===== src/core/dac_adc_pkg.sv =====
package dac_adc_pkg;

  // ---------------------------------------------------------------
  // Word widths
  // ---------------------------------------------------------------
  localparam int DATA_W = 12;
  localparam int REG_W = 16;
  localparam int IDX_W = 6;
  localparam int FLAG_W = 2;

  // ---------------------------------------------------------------
  // Register indices (byte address is four times the index)
  // ---------------------------------------------------------------
  localparam logic [5:0] IDX_LOAD_SEL = 6'h03;
  localparam logic [5:0] IDX_DAC_IN = 6'h04;
  localparam logic [5:0] IDX_DAC_OUT = 6'h05;
  localparam logic [5:0] IDX_ADC = 6'h08;
  localparam logic [5:0] IDX_TEMP = 6'h09;
  localparam logic [5:0] IDX_IRQ_EN = 6'h0a;
  localparam logic [5:0] IDX_STATUS = 6'h0b;
  localparam logic [5:0] IDX_IRQ_CLR = 6'h0d;

  // ---------------------------------------------------------------
  // Field positions and reset values
  // ---------------------------------------------------------------
  localparam int LOAD_SEL_LSB = 4;
  localparam int READY_BIT = 1;
  localparam int OVERRUN_BIT = 2;
  localparam int FLAG_LSB = 1;
  localparam logic [15:0] WORD_RST = 16'h0000;
  localparam logic [2:0] LOAD_SEL_RST = 3'h0;
  localparam logic [1:0] FLAG_RST = 2'h0;

  // ---------------------------------------------------------------
  // Load-select codes
  // ---------------------------------------------------------------
  localparam logic [2:0] LD_RISE = 3'h0;
  localparam logic [2:0] LD_WRITE = 3'h1;
  localparam logic [2:0] LD_WRITE_ALT = 3'h3;
  localparam logic [2:0] LD_FALL = 3'h4;
  localparam logic [2:0] LD_SQUARE = 3'h5;

endpackage


===== src/core/dac_adc_data_registers.sv =====
`timescale 1ns/1ns
module dac_adc_data_registers (
  input wire logic clk_i,
  input wire logic rst_i,
  input wire logic [7:0] adr_i,
  input wire logic [31:0] dat_i,
  input wire logic [3:0] sel_i,
  input wire logic we_i,
  input wire logic cyc_i,
  input wire logic stb_i,
  output logic [31:0] dat_o,
  output logic ack_o,
  input wire logic adc_busy_i,
  input wire logic [11:0] adc_data_i,
  input wire logic dac_load_strobe_i,
  input wire logic [11:0] temp_trim_i,
  output logic [11:0] dac_code_o,
  output logic irq_o
);

  // ---------------------------------------------------------------
  // Helpers
  // ---------------------------------------------------------------
  // Byte-lane merge into a 12-bit field; lanes above bit 11 are dropped
  function automatic logic [11:0] merge12(input logic [11:0] old_v,
                                          input logic [31:0] d,
                                          input logic [3:0] s);
    logic [11:0] r;
    r = old_v;
    if (s[0]) begin
      r[7:0] = d[7:0];
    end
    if (s[1]) begin
      r[11:8] = d[11:8];
    end
    return r;
  endfunction

  // ---------------------------------------------------------------
  // Wishbone slave
  // ---------------------------------------------------------------
  logic ack_r;
  logic [31:0] dat_r;
  wire req = cyc_i & stb_i;
  wire [5:0] idx = adr_i[7:2];
  // Side effects happen only on the edge where ack is seen high
  wire take = req & ack_r;
  wire wr = take & we_i;
  wire rd = take & ~we_i;
  wire first = req & ~ack_r;

  wire hit_sel = idx == dac_adc_pkg::IDX_LOAD_SEL;
  wire hit_in = idx == dac_adc_pkg::IDX_DAC_IN;
  wire hit_out = idx == dac_adc_pkg::IDX_DAC_OUT;
  wire hit_adc = idx == dac_adc_pkg::IDX_ADC;
  wire hit_temp = idx == dac_adc_pkg::IDX_TEMP;
  wire hit_en = idx == dac_adc_pkg::IDX_IRQ_EN;
  wire hit_stat = idx == dac_adc_pkg::IDX_STATUS;
  wire hit_clr = idx == dac_adc_pkg::IDX_IRQ_CLR;

  wire wr_sel = wr & hit_sel & sel_i[0];
  wire wr_in = wr & hit_in & (sel_i[0] | sel_i[1]);
  wire wr_out = wr & hit_out & (sel_i[0] | sel_i[1]);
  wire wr_en = wr & hit_en & sel_i[0];
  wire wr_clr = wr & hit_clr & sel_i[0];

  always_ff @(posedge clk_i) begin
    if (rst_i) begin
      ack_r <= 1'b0;
    end else begin
      ack_r <= first;
    end
  end

  // ---------------------------------------------------------------
  // Storage
  // ---------------------------------------------------------------
  logic [2:0] mode_r;
  logic [11:0] in_r;
  logic [11:0] out_r;
  logic [11:0] adc_r;
  logic [15:0] temp_r;
  logic sq_sel_in_r;
  logic [11:0] dac_code_r;

  wire load_rise;
  wire load_fall;
  wire busy_rise_unused;
  wire busy_fall;

  edge_detect u_load_edge (
    .clk_i(clk_i),
    .rst_i(rst_i),
    .sig_i(dac_load_strobe_i),
    .rise_o(load_rise),
    .fall_o(load_fall)
  );

  edge_detect u_busy_edge (
    .clk_i(clk_i),
    .rst_i(rst_i),
    .sig_i(adc_busy_i),
    .rise_o(busy_rise_unused),
    .fall_o(busy_fall)
  );

  // ---------------------------------------------------------------
  // DAC path
  // ---------------------------------------------------------------
  wire sq = mode_r == dac_adc_pkg::LD_SQUARE;
  wire mode_wr = (mode_r == dac_adc_pkg::LD_WRITE) | (mode_r == dac_adc_pkg::LD_WRITE_ALT);
  wire copy_rise = (mode_r == dac_adc_pkg::LD_RISE) & load_rise;
  wire copy_fall = (mode_r == dac_adc_pkg::LD_FALL) & load_fall;
  wire copy_wr = mode_wr & wr_in;
  wire copy = copy_rise | copy_fall | copy_wr;

  wire [11:0] in_nxt = wr_in ? merge12(in_r, dat_i, sel_i) : in_r;
  // A hardware copy wins over a direct write in the same cycle
  wire [11:0] out_nxt = copy ? in_nxt :
                        wr_out ? merge12(out_r, dat_i, sel_i) : out_r;
  // Square mode starts on the output word until the first strobe fall
  wire sq_sel_in_nxt = ~sq ? 1'b0 :
                       load_fall ? 1'b1 :
                       load_rise ? 1'b0 : sq_sel_in_r;
  wire [11:0] code_nxt = (sq & sq_sel_in_nxt) ? in_nxt : out_nxt;
  wire [2:0] mode_nxt = wr_sel ? dat_i[dac_adc_pkg::LOAD_SEL_LSB +: 3] : mode_r;

  always_ff @(posedge clk_i) begin
    if (rst_i) begin
      mode_r <= dac_adc_pkg::LOAD_SEL_RST;
      in_r <= dac_adc_pkg::WORD_RST[11:0];
      out_r <= dac_adc_pkg::WORD_RST[11:0];
      sq_sel_in_r <= 1'b0;
      dac_code_r <= dac_adc_pkg::WORD_RST[11:0];
    end else begin
      mode_r <= mode_nxt;
      in_r <= in_nxt;
      out_r <= out_nxt;
      sq_sel_in_r <= sq_sel_in_nxt;
      dac_code_r <= code_nxt;
    end
  end

  // ---------------------------------------------------------------
  // ADC capture and temperature offset
  // ---------------------------------------------------------------
  // Offset follows the trim after release; it is never bus-writable
  wire [15:0] temp_nxt = {{4{temp_trim_i[11]}}, temp_trim_i};

  always_ff @(posedge clk_i) begin
    if (rst_i) begin
      adc_r <= dac_adc_pkg::WORD_RST[11:0];
      temp_r <= dac_adc_pkg::WORD_RST;
    end else begin
      temp_r <= temp_nxt;
      if (busy_fall) begin
        adc_r <= adc_data_i;
      end
    end
  end

  // ---------------------------------------------------------------
  // Flags and interrupt
  // ---------------------------------------------------------------
  wire [1:0] status;
  wire [1:0] enable;
  wire ready = status[dac_adc_pkg::READY_BIT - dac_adc_pkg::FLAG_LSB];
  wire overrun = status[dac_adc_pkg::OVERRUN_BIT - dac_adc_pkg::FLAG_LSB];
  wire [1:0] clr_bits = wr_clr ? dat_i[dac_adc_pkg::FLAG_LSB +: 2] : 2'h0;
  wire ready_clr = (rd & hit_adc) | clr_bits[0];
  wire [1:0] flag_set = {busy_fall & ready, busy_fall};

  irq_flags u_flags (
    .clk_i(clk_i),
    .rst_i(rst_i),
    .set_i(flag_set),
    .clr_i({clr_bits[1], ready_clr}),
    .en_wr_i(wr_en),
    .en_data_i(dat_i[dac_adc_pkg::FLAG_LSB +: 2]),
    .status_o(status),
    .enable_o(enable),
    .irq_o(irq_o)
  );

  // ---------------------------------------------------------------
  // Read mux
  // ---------------------------------------------------------------
  // Reserved bits, the clear register and unmapped words read zero
  wire [15:0] rd_word =
    hit_sel ? {9'h000, mode_r, 4'h0} :
    hit_in ? {4'h0, in_r} :
    hit_out ? {4'h0, out_r} :
    hit_adc ? {4'h0, adc_r} :
    hit_temp ? temp_r :
    hit_en ? {13'h0000, enable, 1'b0} :
    hit_stat ? {13'h0000, status, 1'b0} :
    16'h0000;

  always_ff @(posedge clk_i) begin
    if (rst_i) begin
      dat_r <= 32'h0000_0000;
    end else if (first) begin
      dat_r <= {16'h0000, rd_word};
    end
  end

  assign ack_o = ack_r;
  assign dat_o = dat_r;
  assign dac_code_o = dac_code_r;
endmodule


===== src/core/edge_detect.sv =====
`timescale 1ns/1ns
module edge_detect (
  input wire logic clk_i,
  input wire logic rst_i,
  input wire logic sig_i,
  output logic rise_o,
  output logic fall_o
);

  logic prev_r;

  // Previous level resets low, so a line held high at release reads as a rise
  always_ff @(posedge clk_i) begin
    if (rst_i) begin
      prev_r <= 1'b0;
    end else begin
      prev_r <= sig_i;
    end
  end

  assign rise_o = sig_i & ~prev_r;
  assign fall_o = ~sig_i & prev_r;

endmodule


===== src/core/irq_flags.sv =====
`timescale 1ns/1ns
module irq_flags (
  input wire logic clk_i,
  input wire logic rst_i,
  input wire logic [1:0] set_i,
  input wire logic [1:0] clr_i,
  input wire logic en_wr_i,
  input wire logic [1:0] en_data_i,
  output logic [1:0] status_o,
  output logic [1:0] enable_o,
  output logic irq_o
);

  logic [1:0] status_r;
  logic [1:0] enable_r;
  wire [1:0] status_nxt = set_i | (status_r & ~clr_i);

  // Set beats clear so an event landing on the clear cycle is kept
  always_ff @(posedge clk_i) begin
    if (rst_i) begin
      status_r <= dac_adc_pkg::FLAG_RST;
      enable_r <= dac_adc_pkg::FLAG_RST;
    end else begin
      status_r <= status_nxt;
      if (en_wr_i) begin
        enable_r <= en_data_i;
      end
    end
  end

  assign status_o = status_r;
  assign enable_o = enable_r;
  assign irq_o = |(status_r & enable_r);

endmodule


===== config.mk =====
export PLATFORM = sky130hd
export DESIGN_NAME = dac_adc_data_registers
export DESIGN_NICKNAME = d
export VERILOG_FILES = /design/src/core/dac_adc_pkg.sv /design/src/core/dac_adc_data_registers.sv /design/src/core/edge_detect.sv /design/src/core/irq_flags.sv
export SDC_FILE = /design/constraint.sdc
export NUM_CORES = 1
export LEC_CHECK = 0
export BUFFER_PORTS_ARGS = -buffer_cell sky130_fd_sc_hd__clkbuf_2
export CAP_MARGIN = 10
export CORE_MARGIN = 2
export CORE_UTILIZATION = 46
export DETAILED_ROUTE_END_ITERATION = 8
export GPL_TIMING_DRIVEN = 0
export PLACE_DENSITY = 0.73
export REMOVE_ABC_BUFFERS = 1
export SLEW_MARGIN = 10
export SYNTH_ARGS = -nofsm -noshare
export SYNTH_HDL_FRONTEND = slang
export SYNTH_SLANG_ARGS = --single-unit

===== constraint.sdc =====
create_clock -name clk_i -period 5.5 [get_ports clk_i]
set_clock_uncertainty 0.1 [all_clocks]
set_input_delay 0.55 -clock clk_i [delete_from_list [all_inputs] [get_ports clk_i]]
set_output_delay 0.55 -clock clk_i [all_outputs]
set_load 0.005 [all_outputs]

==> impl.org <==
** Placement
- The wire-length estimate of the detail-placed layout is 6471 um.
- Before CTS, the worst setup slack after placement is 2.622 ns.
- Input and output buffers added on the ports amount to 80.
- Placer's final routability congestion estimate :: 0.8540

** Detailed routing
- Once detail routing completed, the nets flagged for antenna violations numbered 0.
- In the routed design, unresolved DRC markers number 0.
- Mean routed wirelength per cell :: 15.34 um
- For this run, the detailed router's first-pass iteration total came to 5.
- WL final :: 8959 um
- Iter 0 DRT Violations :: 141
- Total vias in the final route :: 3,182
- Ratio of routed vias to standard cells :: 5.449

** Critical path
- The worst setup path is launched from a primary input.
- WP data required :: 5.65 ns
- Worst Path Arrival :: 2.64 ns
- Startpoint-to-endpoint class of the critical path :: in2reg
- Critical Path End Type :: flip-flop
- Of all nets on the critical path, the largest fanout is 15.

** Clock tree
- Source-to-sink clock delay at the later pin of the worst-skew pair :: 0.35 ns
- No sink is reached through more buffers than the 2 on the longest clock path.
- Number of buffers created by CTS :: 9
- In this run, post-CTS repair resized a total of 0 instances.
- Post-CTS timing repair inserted 0 buffers for setup.
- Deepest level of the CTS H-tree :: 3
- Root buffer cell :: sky130_fd_sc_hd__clkbuf_8
- After clock tree synthesis, the clock-pin slew on the worst setup and hold paths is 0.09 ns.
- Clock tree from TritonCTS :: done
- Clock tree synthesis found a total of 84 sinks.
- In this run, post-CTS hold repair placed 0 buffers.

** Die
- Row Count :: 32
- Die Y-Extent :: 94.24 um
- Initial cell density of the core :: 0.4798
- Width of the chip :: 94.24 um
- The core region is 0.007807 mm^2.
- The floorplan step defined a die boundary enclosing 0.008881 mm^2.
- Top Ports :: 121

** Power
- Worst IR drop on VDD :: 0.0001867 V
- Power spread over the standard cell area amounts to 272.7 mW/mm^2.
- Summed over all cells, the static leakage comes to 1.882 nW.

** Logic synthesis
- Yosys cell types :: 50
- Syn Area/Cell :: 9.070 um^2
- In this run the cell area of the synthesized design comes to 0.003746 mm^2.
- For this run, asynchronously set or reset flops after synthesis account for 0.
- In this run, synthesis produced a sequential element count of 84.
- During synthesis, Yosys emitted a total of 0 warnings.
- The share of the Yosys chip area taken by registers is 0.4489.
- Number of cells produced by synthesis :: 413
- The most used flip-flop cell after synthesis is sky130_fd_sc_hd__dfxtp_1.
- Counting flops with a built-in enable in the synthesized netlist gives 0.

** Final layout
- Share of post-route cells with drive strength above 1 :: 0.2448
- Most frequent standard cell in the layout excluding fill and tap cells :: sky130_fd_sc_hd__dfxtp_1
- Leaving out fill and tap cells, the most frequent cells in the layout are sky130_fd_sc_hd__dfxtp_1 (84), sky130_fd_sc_hd__clkbuf_2 (79), sky130_fd_sc_hd__nand2_1 (43).
- Count of antenna diodes in the layout :: 0
- The net count of the finished layout is 552.
- Area growth from synthesis to layout :: 15.70%

** Timing
- Setup repair after global routing left no endpoint under its margin.
- In the finished design, the share of the clock period the worst path needs comes to 0.4535.
- # setup viols final :: 0
- The worst path in the final design needs a cycle of 2.494 ns, including I/O delays and setup.
- The number of pins exceeding their max-slew limit in the final report came to 0.
- At the pin with the least slew margin, the transition time is 0.8460 ns.
- Headroom to the max-slew limit came out at 0.4349.
- TNS Setup :: 0 ns
- Derived from the worst setup path, the maximum achievable clock frequency is 0.4009 GHz.
- Once routing completed, OpenROAD measured the worst setup slack at 3.006 ns.
- Final hold viol count :: 0

** Job
- The tool flagged a number of max-cap violations equal to 0.

** Status
- The flow ran to the end, and the final reports show no timing, DRC or antenna violations.

** Global route
- The via count of the first global-routing pass is 2,963.
- Remaining global-route overflow :: 0
- Entering global routing, the biggest net connects 58 pins.
- Global-route wire length before repair :: 14,200 um
- Antenna violations before repair :: 0
- Overall fraction of global-route tracks in use :: 0.2087

** Worst hold path
- The tightest min-delay check is of the in2reg type.
-- registers in the layout (all words and copies together) (netlist names) --
register,flops
u_load_edge.prev_r,1
ack_o,1
mode_r,3
u_flags.status_o,2
u_busy_edge.prev_r,1
u_flags.enable_o,2
out_r,12
dat_o,13
dac_code_o,12
in_r,12
sq_sel_in_r,1
adc_r,12
temp_r,12
-- where the power goes --
group / leakage, nW / switching (mW) / internal, mW
combinational: 1.10 / 0.0640 / 0.0440
sequential: 0.686 / 0.00943 / 0.629
clock: 0.0938 / 0.211 / 0.224
total: 1.88 / 0.285 / 0.897
-- metal layers --
layer	vias to the layer above	GRT usage	share of wire
met5	-	0	0
met4	0	0.08575	0.018
met3	12	0.03531	0.060
met2	111	0.3494	0.48
met1	1475	0.2656	0.44
li1	1584	-	-
-- worst paths after layout --
kind	startpoint	end	cells after the start	slack (ns)
worst min register to register	dat_o[10]	dat_o[10]	2	0.36
worst max register to register	ack_o	dac_code_o[1]	5	3.14
worst min-delay path	temp_trim_i[0]	temp_r[0]	2	0.30
worst max-delay path	adr_i[2]	dac_code_o[1]	6	3.01
-- Yosys cell counts, drive strengths merged (9+ instances only) --
cell,number,share of area
a311oi,12,0.028
nor2,39,0.039
nor2b,27,0.045
mux2,12,0.036
a21oi,36,0.048
a221oi,9,0.021
a211oi,15,0.030
mux2i,19,0.051
clkbuf,19,0.019
buf,26,0.050
dfxtp,84,0.45
nand2,43,0.043
-- area by class of cell --
type	count	area, um^2
fill	750	3473
sequential	84	1682
tap	102	127.6
multi-input combinational	296	1864
clock buffer	13	148.9
inverter	3	11.26
clock inverter	3	46.29
timing repair buffer	83	454.2
-- stage by stage --
step / total power, mW / cell area (um^2) / std cells / hold slack (ns) / util
detailed placement: 0.7601 / 4128 / 567 / 0.3502 / 0.5287
global route: 1.230 / 4334 / 584 / 0.3016 / 0.5551
finish: 1.182 / 4334 / 584 / 0.3029 / 0.5551
global placement: 0.7548 / 4070 / 565 / 0.3442 / 0.5213
CTS: 1.190 / 4323 / 583 / 0.2909 / 0.5537
floorplan: 0.7018 / 3542 / 383 / 0.3296 / -
-- critical path, cell delays in order --
cell and delay (ns):
sky130_fd_sc_hd__clkbuf_2 0.26, sky130_fd_sc_hd__nor4_1 0.47, sky130_fd_sc_hd__nand4_1 0.58, sky130_fd_sc_hd__mux2_2 0.42, sky130_fd_sc_hd__a21oi_1 0.04, sky130_fd_sc_hd__a311oi_1 0.31
-- cell families (layout without fill, tap and decap cells) --
group / Yosys count / count (layout) / synth area share
buffers and inverters: 48 / 102 / 0.07248
AOI/OAI and AO/OA: 96 / 96 / 0.1747
other: 1 / 16 / 0.001001
adders and majority gates: 1 / 1 / 0.002672
muxes: 31 / 31 / 0.08684
DFF: 84 / 84 / 0.4489
and+or+nand+nor: 152 / 152 / 0.2134
Note: power is estimated with default switching activity, not from simulation.
